## src/hdl/sdinit_pkg.sv

```systemverilog
// Package of constants and types for the SDRAM start-up sequencer.
package sdinit_pkg;

    // Register byte offsets on the APB port.
    localparam logic [7:0] REFRESH_CTRL_OFFS = 8'h00;
    localparam logic [7:0] BANK_ADDR_CTRL_OFFS = 8'h04;
    localparam logic [7:0] BANK_MASK_OFFS = 8'h08;
    localparam logic [7:0] STATUS_OFFS = 8'h0C;

    // Field positions in the bank address/control register, and the width of the refresh count field.
    localparam int REFRESH_ENABLE_BIT = 15;
    localparam int MODE_SET_INITIATE_BIT = 6;
    localparam int PRECHARGE_INITIATE_BIT = 3;
    localparam int BASE_HI = 31;
    localparam int BASE_LO = 18;
    localparam int REFRESH_COUNT_W = 9;

    // Reset values.
    localparam logic [31:0] BANK_ADDR_CTRL_RST = 32'h0000_0000;
    localparam logic [31:0] BANK_MASK_RST = 32'h0000_0000;
    localparam logic [15:0] REFRESH_CTRL_RST = 16'h0000;

    // Refresh interval is (count + 1) * 16 clocks.
    localparam int REFRESH_UNIT_CLKS = 16;

    // Command issued to the memory.
    typedef enum logic [3:0] {
        SDINIT_CMD_NOP = 4'h0,
        SDINIT_CMD_PALL = 4'h1,
        SDINIT_CMD_REF = 4'h2,
        SDINIT_CMD_MRS = 4'h3
    } sdinit_cmd_t;

    // One memory command with its address lines.
    typedef struct packed {
        logic valid;
        sdinit_cmd_t cmd;
        logic [10:0] addr;
    } sdinit_mem_cmd_t;

endpackage : sdinit_pkg

```

## src/hdl/sdinit_refresh_timer.sv

```systemverilog
// Periodic auto-refresh request generator.
`timescale 1ns/1ps
`default_nettype none
module sdinit_refresh_timer #(
    parameter int COUNT_W = 9
) (
    // Clock and reset.
    input wire logic mclk,
    input wire logic reset_n,
    // Control.
    input wire logic enable,
    input wire logic [COUNT_W-1:0] count,
    // Request pulse.
    output logic tick
);
    // Refuse counter widths that the prescaled counter cannot serve.
    if (COUNT_W < 1 || COUNT_W > 16) begin : g_bad_count_w
        $error("COUNT_W out of range");
    end

    localparam int PRE_W = $clog2(sdinit_pkg::REFRESH_UNIT_CLKS);

    logic [PRE_W-1:0] pre_r, pre_nxt;
    logic [COUNT_W-1:0] cnt_r, cnt_nxt;
    logic tick_r, tick_nxt;

    // Prescale by sixteen, then count count+1 units; a disabled timer restarts fresh.
    always_comb begin
        pre_nxt = pre_r;
        cnt_nxt = cnt_r;
        tick_nxt = 1'b0;
        if (!enable) begin
            pre_nxt = '0;
            cnt_nxt = count;
        end else begin
            pre_nxt = PRE_W'(pre_r + 1'b1);
            if (&pre_r) begin
                if (cnt_r == '0) begin
                    cnt_nxt = count;
                    tick_nxt = 1'b1;
                end else begin
                    cnt_nxt = COUNT_W'(cnt_r - 1'b1);
                end
            end
        end
    end

    // State registers.
    always_ff @(posedge mclk or negedge reset_n) begin
        if (!reset_n) begin
            pre_r <= '0;
            cnt_r <= '0;
            tick_r <= 1'b0;
        end else begin
            pre_r <= pre_nxt;
            cnt_r <= cnt_nxt;
            tick_r <= tick_nxt;
        end
    end

    assign tick = tick_r;
endmodule : sdinit_refresh_timer
`default_nettype wire

```

## src/hdl/sdinit_ctrl.sv

```systemverilog
// SDRAM start-up sequencer: config registers, precharge, refresh, mode-set.
//
// The APB slave port and the placing of the registers were left to the implementer.
`timescale 1ns/1ps
`default_nettype none
module sdinit_ctrl (
    // Clock and reset.
    input wire logic mclk,
    input wire logic reset_n,
    // APB register port.
    input wire logic psel,
    input wire logic penable,
    input wire logic pwrite,
    input wire logic [7:0] paddr,
    input wire logic [31:0] pwdata,
    output logic [31:0] prdata,
    output logic pready,
    output logic pslverr,
    // Host memory access request, same clock domain.
    input wire logic mem_req,
    input wire logic mem_write,
    input wire logic [31:0] mem_addr,
    output logic mem_ack,
    // Command to the memory device.
    output sdinit_pkg::sdinit_mem_cmd_t mem_cmd
);
    logic [15:0] rctl_r, rctl_nxt;
    logic [31:0] bac_r, bac_nxt;
    logic [31:0] bmask_r, bmask_nxt;
    logic [31:0] prdata_r, prdata_nxt;
    logic pready_r, pready_nxt;
    logic pslverr_r, pslverr_nxt;
    logic mem_ack_r, mem_ack_nxt;
    sdinit_pkg::sdinit_mem_cmd_t cmd_r, cmd_nxt;
    logic ref_pend_r, ref_pend_nxt;
    // Sticky progress flags: bit 0 precharge issued, bit 1 refresh seen, bit 2 mode set issued.
    logic [2:0] done_r, done_nxt;
    logic ref_tick;
    logic hit;
    logic [31:0] cmp_mask;
    logic apb_seen;
    logic apb_wr;
    logic access_taken;
    logic mrs_hit;
    logic pall_hit;
    logic [10:0] mode_operand;

    // Address decode: bits 31:18 outside the mask compare against the base; mask bits don't care.
    // Only bits 31:18 take part; the mode operand also uses address bits 20:18, which stay in the decode unless masked.
    assign cmp_mask = {~bmask_r[sdinit_pkg::BASE_HI:sdinit_pkg::BASE_LO],
                       {sdinit_pkg::BASE_LO{1'b0}}};
    assign hit = ((mem_addr ^ bac_r) & cmp_mask) == 32'h0000_0000;

    // The access phase is seen once and answered on the next edge. A write lands only at the
    // edge where the master samples pready high, so a dropped transfer changes nothing.
    assign apb_seen = psel && penable && !pready_r;
    assign apb_wr = psel && penable && pwrite && pready_r;

    // A host access is taken once; mem_ack blocks a second take of the same held request.
    assign access_taken = mem_req && !mem_ack_r;
    // Mode set beats precharge when software has armed both; precharge needs a write.
    assign mrs_hit = access_taken && hit && bac_r[sdinit_pkg::MODE_SET_INITIATE_BIT];
    assign pall_hit = access_taken && hit && mem_write &&
                      !bac_r[sdinit_pkg::MODE_SET_INITIATE_BIT] &&
                      bac_r[sdinit_pkg::PRECHARGE_INITIATE_BIT];

    // Mode-set operand. The latency and burst groups are wired in reverse bit order, so the
    // host must place each field bit by this table and not by plain arithmetic.
    assign mode_operand[10] = mem_addr[20];
    assign mode_operand[9] = mem_addr[19];
    assign mode_operand[8] = mem_addr[18];
    assign mode_operand[7] = mem_addr[17];
    assign mode_operand[6] = mem_addr[9];
    assign mode_operand[5] = mem_addr[10];
    assign mode_operand[4] = mem_addr[11];
    assign mode_operand[3] = mem_addr[12];
    assign mode_operand[2] = mem_addr[13];
    assign mode_operand[1] = mem_addr[14];
    assign mode_operand[0] = mem_addr[15];

    // Refresh interval counter runs only while refresh is enabled.
    sdinit_refresh_timer #(
        .COUNT_W(sdinit_pkg::REFRESH_COUNT_W)
    ) u_refresh (
        .mclk(mclk),
        .reset_n(reset_n),
        .enable(bac_r[sdinit_pkg::REFRESH_ENABLE_BIT]),
        .count(rctl_r[sdinit_pkg::REFRESH_COUNT_W-1:0]),
        .tick(ref_tick)
    );

    // Register file and APB answer.
    always_comb begin
        rctl_nxt = rctl_r;
        bac_nxt = bac_r;
        bmask_nxt = bmask_r;
        prdata_nxt = prdata_r;
        pready_nxt = 1'b0;
        pslverr_nxt = 1'b0;
        if (apb_seen) begin
            pready_nxt = 1'b1;
            case (paddr)
                sdinit_pkg::REFRESH_CTRL_OFFS: begin
                    prdata_nxt = {16'h0000, rctl_r};
                end
                sdinit_pkg::BANK_ADDR_CTRL_OFFS: begin
                    prdata_nxt = bac_r;
                end
                sdinit_pkg::BANK_MASK_OFFS: begin
                    prdata_nxt = bmask_r;
                end
                sdinit_pkg::STATUS_OFFS: begin
                    // Status is read-only; a write is refused and changes nothing.
                    prdata_nxt = {29'h0000_0000, done_r};
                    pslverr_nxt = pwrite;
                end
                default: begin
                    prdata_nxt = 32'h0000_0000;
                    pslverr_nxt = 1'b1;
                end
            endcase
        end
        // A special access consumes its initiate bit. This sits before the write decode so a
        // software write to this register in the same cycle wins, as software expects.
        if (mrs_hit) begin
            bac_nxt[sdinit_pkg::MODE_SET_INITIATE_BIT] = 1'b0;
        end
        if (pall_hit) begin
            bac_nxt[sdinit_pkg::PRECHARGE_INITIATE_BIT] = 1'b0;
        end
        // Software write, committed at the edge that completes the transfer.
        if (apb_wr) begin
            case (paddr)
                sdinit_pkg::REFRESH_CTRL_OFFS: begin
                    rctl_nxt = pwdata[15:0];
                end
                sdinit_pkg::BANK_ADDR_CTRL_OFFS: begin
                    bac_nxt = pwdata;
                end
                sdinit_pkg::BANK_MASK_OFFS: begin
                    bmask_nxt = pwdata;
                end
                default: begin
                    bmask_nxt = bmask_r;
                end
            endcase
        end
    end

    // Memory command issue. A refresh that falls due while a host access is taken waits one
    // cycle; it is deferred, and dropped only if refresh is disabled, so the average refresh rate is kept.
    always_comb begin
        cmd_nxt = '0;
        mem_ack_nxt = 1'b0;
        done_nxt = done_r;
        ref_pend_nxt = ref_pend_r | ref_tick;
        if (access_taken) begin
            // Ordinary reads and writes issue no command here; only the special cycles do.
            mem_ack_nxt = 1'b1;
            if (mrs_hit) begin
                cmd_nxt.valid = 1'b1;
                cmd_nxt.cmd = sdinit_pkg::SDINIT_CMD_MRS;
                cmd_nxt.addr = mode_operand;
                done_nxt[2] = 1'b1;
            end else if (pall_hit) begin
                cmd_nxt.valid = 1'b1;
                cmd_nxt.cmd = sdinit_pkg::SDINIT_CMD_PALL;
                cmd_nxt.addr = 11'h400;
                done_nxt[0] = 1'b1;
            end
        end else if (ref_pend_r) begin
            cmd_nxt.valid = 1'b1;
            cmd_nxt.cmd = sdinit_pkg::SDINIT_CMD_REF;
            ref_pend_nxt = ref_tick;
            done_nxt[1] = 1'b1;
        end
        if (!bac_r[sdinit_pkg::REFRESH_ENABLE_BIT]) begin
            ref_pend_nxt = 1'b0;
        end
    end

    // All state registers of the block.
    always_ff @(posedge mclk or negedge reset_n) begin
        if (!reset_n) begin
            rctl_r <= sdinit_pkg::REFRESH_CTRL_RST;
            bac_r <= sdinit_pkg::BANK_ADDR_CTRL_RST;
            bmask_r <= sdinit_pkg::BANK_MASK_RST;
            prdata_r <= 32'h0000_0000;
            pready_r <= 1'b0;
            pslverr_r <= 1'b0;
            mem_ack_r <= 1'b0;
            cmd_r <= '0;
            ref_pend_r <= 1'b0;
            done_r <= 3'h0;
        end else begin
            rctl_r <= rctl_nxt;
            bac_r <= bac_nxt;
            bmask_r <= bmask_nxt;
            prdata_r <= prdata_nxt;
            pready_r <= pready_nxt;
            pslverr_r <= pslverr_nxt;
            mem_ack_r <= mem_ack_nxt;
            cmd_r <= cmd_nxt;
            ref_pend_r <= ref_pend_nxt;
            done_r <= done_nxt;
        end
    end

    assign prdata = prdata_r;
    assign pready = pready_r;
    assign pslverr = pslverr_r;
    assign mem_ack = mem_ack_r;
    assign mem_cmd = cmd_r;
endmodule : sdinit_ctrl
`default_nettype wire

```

## config.mk

```make
export PLATFORM = sky130hd
export DESIGN_NAME = sdinit_ctrl
export DESIGN_NICKNAME = d
export VERILOG_FILES = /design/src/hdl/sdinit_pkg.sv /design/src/hdl/sdinit_refresh_timer.sv /design/src/hdl/sdinit_ctrl.sv
export SDC_FILE = /design/constraint.sdc
export NUM_CORES = 1
export LEC_CHECK = 0
export ABC_CLOCK_PERIOD_IN_PS = 2430
export BUFFER_PORTS_ARGS = -buffer_cell sky130_fd_sc_hd__buf_2
export CORE_ASPECT_RATIO = 1.5
export CORE_MARGIN = 3
export CORE_UTILIZATION = 57
export CTS_BUF_LIST = sky130_fd_sc_hd__clkbuf_4
export DETAILED_ROUTE_END_ITERATION = 8
export HOLD_SLACK_MARGIN = 0.1
export PLACE_DENSITY = 0.84
export SETUP_SLACK_MARGIN = 0.3
export SLEW_MARGIN = 20
export SYNTH_ARGS = -nofsm -noshare
export SYNTH_HDL_FRONTEND = slang
export SYNTH_SLANG_ARGS = --single-unit
```

## constraint.sdc

```tcl
create_clock -name mclk -period 2.43 [get_ports mclk]
set_clock_uncertainty 0.1 [all_clocks]
set_input_delay 0.3645 -clock mclk [delete_from_list [all_inputs] [get_ports mclk]]
set_output_delay 0.3645 -clock mclk [all_outputs]
set_load 0.01 [all_outputs]
```

==> results.yml, run 1 <==
place:
  place.gp.congestion: 0.7704
  numPortBuffers: 117
  detailed_place_hpwl_um: 10160
finish:
  drive_above_1_share: 0.3687
  fillers: 666
  synthToLayoutAreaGrowth_pct: 25.93
  nNetsFinal: 785
clocking:
  path_clk_slew_ps: 120
  cts_buffers: 17
  cts_max_path_buffers: 2
  cts_root_buffer: "clkbuf_4"
  tritoncts: "done"
  insertion_delay_ps: 540
  cts_htree_levels: 4
  cts.sinks: 147
global_route:
  grt_pass1_wl_um: 25550
  grt_usage: 0.2650
  antenna_found_initial: 0
  grt_max_degree: 63
  gr-total-overflow: 0
  grt_pass1_vias: 5396
routing:
  drc: 0
  drtAntennaViolNets: 0
  drt-initial-drc-count: 256
  vias: 4923
  first_pass_iters: 4
  post_drt_wl_per_cell_um: 18.04
  vias_per_cell: 5.718
  wl_um: 15530
logic_synthesis:
  ys.flop_type: "dfrtp_1"
  synthArstFlopShare: 1.000
  ys_seq_area_frac: 0.5801
  yosysWarnings: 0
  syn_avg_cell_area_sq_um: 11.94
  synth.distinct_cells: 43
  synth-edff-count: 0
  ys_ff_latch: 147
  synth_cells: 531
  syn_area_sq_um: 6341
sta:
  period_needed_ps: 2189
  setup_tns_ps: 0
  maxSlewViolCount: 0
  period_share: 0.9009
  tightest_slew_ps: 573.6
  setup_viol: 0
  final-hold-violation-count: 0
  holdWs_ps: 180.0
  fmax_mhz: 456.8
  rsz0062_at_grt: "yes"
  slew-limit-headroom: 0.6176
hold_path:
  hold_path_depth: 5
  hp-start: "paddr[0]"
  hold_end: "pslverr"
  holdCritPathClass: "in2reg"
setup_path:
  path_class: "reg2reg"
  startpoint_type: "flip-flop"
  r2r-start: "u_refresh.cnt_r[1]"
  timing.rr.end: "u_refresh.cnt_r[6]"
  crit_chain: "inv_1, ha_2, or3b_4, or3_4, or4_4, a21oi_2, a21oi_1"
  crit_fanout: 3
  critPathSlowestCell: "or4_4"
  rrSetupSlack_ps: 240
  r2r_cells: 7
  critical_path.max_stage_delay_ps: 420
  startpoint: "u_refresh.cnt_r[1]"
  required_ps: 2730
  cp-end-kind: "flip-flop"
  worstPathArrival_ps: 2490
power:
  powerDensity_nw_per_um2: 541.3
  power_leakage_nw: 4.066
  peakVddDrop_v: 0.0003981
run:
  maxCapViolations: 0
floorplanning:
  start_util: 0.5923
  num_rows: 46
  die_h_um: 135.2
  dieArea_sq_um: 12450
  coreArea_sq_um: 10710
  die_width_um: 92.12
  pin_count: 130
status:
  status: "finished, final reports clean"
## state kept, by name, indices dropped and copies added (netlist names)
name	count
bmask_r	32
ref_pend_r	1
mem_ack	1
rctl_r	16
bac_r	32
mem_cmd	14
u_refresh.pre_r	4
prdata	32
pslverr	1
u_refresh.tick	1
u_refresh.cnt_r	9
done_r	3
pready	1
## stage by stage
step                std cells  setup WS [ps]    util  instance area (sq um)  total power [mW]
CTS                       859          231.5  0.7433                   7958             4.347
global route              860          177.9  0.7457                   7983             4.490
finish                    861          240.8  0.7459                   7985             4.323
detailed placement        777          215.8  0.6681                   7152             2.741
global placement          777          265.4  0.6681                   7152             2.734
floorplan                 532          235.0       -                   6345             2.588
## cells by family after synthesis
logic type,Yosys count,synth area share
DFF,147,0.5801
muxes,94,0.1697
AOI/OAI and AO/OA,98,0.09768
other,1,0.0005914
buffers and inverters,52,0.03394
xor gates and xnor gates,17,0.02348
adders and majority gates,2,0.003946
and+or+nand+nor,120,0.09057
## per-layer routing
metal,wire (um),track usage
met1,5738,0.2948
met2,8456,0.4756
met3,818,0.06337
met4,517,0.1248
met5,0,0
## report_power, final
group	internal, mW	switching (mW)
Sequential	2.45	0.00654
Combinational	0.138	0.164
Clock	0.731	0.831
## cells in the mapped netlist (3+ instances only)
library cell  count  area share
a21oi_1          25       0.020
a22o_1            3      0.0041
a22oi_1          16       0.019
a31oi_1           3      0.0030
and2_1            4      0.0039
buf_2            10      0.0079
clkbuf_1         22       0.013
dfrtp_1         147        0.58
inv_1            16      0.0095
mux2_2           77        0.14
mux2i_1          13       0.021
mux4_2            3       0.011
nand2_1          40       0.024
nand2b_1          6      0.0059
nand3_1           5      0.0039
nor2_1           35       0.021
nor2b_1           7      0.0069
nor3_1            4      0.0032
nor4_1            3      0.0030
o21ai_0          23       0.018
o22ai_1           6      0.0059
o31ai_1          17       0.020
or3_1             6      0.0059
xnor2_1          16       0.022
## layout make-up
cell class | count | area (sq um) | area share
multi-input combinational | 333 | 2499 | 0.3129
timing repair buffer | 189 | 1277 | 0.1600
inverter | 16 | 60.06 | 0.007521
clock inverter | 11 | 137.6 | 0.01724
clock buffer | 20 | 150.1 | 0.01880
tap | 144 | 180.2 | 0.02256
antenna | 1 | 2.502 | 0.0003134
sequential | 147 | 3679 | 0.4607
## timing repair
action | 4_1_cts | 5_1_grt
setup endpoints to repair | 2 | 24
gates resized for setup | 3 | 6
hold endpoints to repair | 174 | 0
pin swaps | 1 | 1
cloned | 0 | 1
hold buffers | 49 | 0
buffers inserted | 2 | 0
## how the worst max path moves through the flow
stage          slack, ps  cells after the start                  to
2_1_floorplan        240                      8  u_refresh.cnt_r[6]
3_3_place_gp         270                      7  u_refresh.cnt_r[6]
3_5_place_dp         220                      7  u_refresh.cnt_r[6]
4_1_cts              230                      7  u_refresh.cnt_r[6]
5_1_grt              180                      8  u_refresh.cnt_r[3]
6_report             240                      7  u_refresh.cnt_r[6]
## placed cells by master (no fill, tap or decap), types with 6 or more instances in the layout
master	count
nand2b_1	6
a22oi_1	16
clkbuf_4	20
xnor2_1	16
dfrtp_1	147
buf_4	20
o21ai_0	23
mux2_2	77
buf_2	117
nor2_1	35
dlygate4sd3_1	49
a21oi_1	24
inv_1	16
nand2_1	40
o22ai_1	6
mux2i_1	13
o31ai_1	17
## worst max-delay path, delay by kind of cell (launching register included)
family,cells,cell delay [ps]
and+or+nand+nor,3,1160
DFF,1,400
AOI/OAI and AO/OA,2,180
adders and majority gates,1,160
buffers and inverters,1,60
(Power assumes the default switching activity.)
==> run 2, diff against run 1 <==
--- a/config.mk
+++ b/config.mk
@@ -9,11 +9,11 @@
 export BUFFER_PORTS_ARGS = -buffer_cell sky130_fd_sc_hd__buf_2
 export CORE_ASPECT_RATIO = 1.5
 export CORE_MARGIN = 3
-export CORE_UTILIZATION = 57
+export CORE_UTILIZATION = 45
 export CTS_BUF_LIST = sky130_fd_sc_hd__clkbuf_4
 export DETAILED_ROUTE_END_ITERATION = 8
 export HOLD_SLACK_MARGIN = 0.1
-export PLACE_DENSITY = 0.84
+export PLACE_DENSITY = 0.7
 export SETUP_SLACK_MARGIN = 0.3
 export SLEW_MARGIN = 20
 export SYNTH_ARGS = -nofsm -noshare
==> results.yml, run 2 (same netlist as run 1, synthesis figures left out) <==
clocking:
  cts.sinks: 147
  tritoncts: "done"
  insertion_delay_ps: 530
  path_clk_slew_ps: 130
  cts_buffers: 17
  cts_max_path_buffers: 2
  cts_root_buffer: "clkbuf_4"
  cts_htree_levels: 4
sta:
  slew-limit-headroom: 0.6327
  tightest_slew_ps: 550.9
  period_share: 0.9353
  final-hold-violation-count: 0
  maxSlewViolCount: 0
  setup_tns_ps: 0
  holdWs_ps: 246.1
  setup_viol: 0
  rsz0062_at_grt: "yes"
  fmax_mhz: 440.0
  period_needed_ps: 2273
setup_path:
  crit_fanout: 4
  worstPathArrival_ps: 2550
  r2r_cells: 7
  startpoint_type: "flip-flop"
  rrSetupSlack_ps: 160
  required_ps: 2710
  timing.rr.end: "u_refresh.cnt_r[6]"
  r2r-start: "u_refresh.cnt_r[0]"
  cp-end-kind: "flip-flop"
  path_class: "reg2reg"
power:
  powerDensity_nw_per_um2: 513.9
  clock_power_share: 0.331
  internal_power_mw: 3.024
  switchingPower_mw: 1.100
  peakVddDrop_v: 0.0002346
  switching_share: 0.2668
  power_leakage_nw: 4.077
  combPwrFrac: 0.072
  seqPwrFrac: 0.597
global_route:
  grt_max_degree: 59
  grt_pass1_wl_um: 23840
  grt_usage: 0.1998
  antenna_found_initial: 1
  gr-total-overflow: 0
  grt_pass1_vias: 4821
routing:
  wl_um: 15250
  drc: 0
  post_drt_wl_per_cell_um: 17.33
  highest_layer: "met4"
  route.met2.wl_um: 8147
  routedLengthMet1_um: 5986
  first_pass_iters: 5
  drtAntennaViolNets: 0
  vias_per_cell: 5.407
  routed-wl-met3_um: 667
  drt-initial-drc-count: 276
  vias: 4758
place:
  numPortBuffers: 117
  detailed_place_hpwl_um: 10290
  place.gp.congestion: 0.8525
finish:
  final_common_cell: "dfrtp_1"
  mostFrequentLayoutCells: "dfrtp_1, buf_2, mux2_2"
  nNetsFinal: 785
  synthToLayoutAreaGrowth_pct: 26.56
  drive_above_1_share: 0.3794
hold_path:
  holdCritPathClass: "in2async"
floorplanning:
  coreArea_sq_um: 13660
  pin_count: 130
  die_width_um: 102.9
  die_h_um: 151.4
  start_util: 0.4641
  num_rows: 52
  dieArea_sq_um: 15580
status:
  status: "finished, final reports clean"
run:
  maxCapViolations: 0
-- run 2: worst max-delay path by stage --
stage / end / slack [ps] / startpoint / depth (start not counted)
global route: u_refresh.cnt_r[6] / 90 / u_refresh.cnt_r[0] / 7
floorplan: u_refresh.cnt_r[6] / 240 / u_refresh.cnt_r[0] / 8
finish: u_refresh.cnt_r[6] / 160 / u_refresh.cnt_r[0] / 7
global placement: u_refresh.cnt_r[6] / 250 / u_refresh.cnt_r[0] / 7
CTS: u_refresh.cnt_r[6] / 190 / u_refresh.cnt_r[0] / 7
detailed placement: mem_cmd[5] / 210 / mem_req / 6
-- run 2: area by class of cell --
cell class,count,area (sq um)
clock inverters,15,122.6
multi-input cells,333,2522
clock buffers,17,127.6
diodes,1,2.502
fillers,1104,5638
inverters,16,60.06
repair buffers,189,1309
well taps,162,202.7
flip-flops and latches,147,3679
-- run 2: per-layer routing --
metal | GRT usage | vias to the layer above
met3 | 0.04286 | 34
met2 | 0.3538 | 144
met5 | 0 | -
li1 | - | 2211
met1 | 0.2296 | 2369
met4 | 0.08296 | 0
-- run 2: power by group through the flow --
stage	Combinational, mW	Clock (mW)	Sequential (mW)
6_report	0.299	1.36	2.46
5_1_grt	0.328	1.52	2.46
4_1_cts	0.298	1.43	2.46
3_5_place_dp	0.236	0	2.51
3_3_place_gp	0.230	0	2.51
2_1_floorplan	0.0801	0	2.51
-- run 2: critical path, cell delays in order (launching register included) --
cell and delay [ps]:
dfrtp_1 430, inv_1 80, ha_2 180, or3b_4 390, or3_4 340, or4_4 430
a21oi_2 130, a21oi_1 50
-- run 2: stage by stage --
stage,cells,utilization,setup WS [ps],total power [mW],cell area [sq um]
final,880,0.5874,157.3,4.124,8025
after detailed placement,793,0.5249,206.5,2.743,7172
after floorplan,532,-,235.0,2.588,6345
after global routing,880,0.5874,91.43,4.307,8025
after global placement,793,0.5249,252.6,2.736,7172
after CTS,874,0.5800,190.9,4.185,7925
-- run 2: timing repair --
action                     CTS  global route
resized for setup            3            17
pin swaps                    0             3
hold buffers                49             0
hold endpoints to repair   155             0
setup endpoints to repair   11            25
setup buffers                0             5
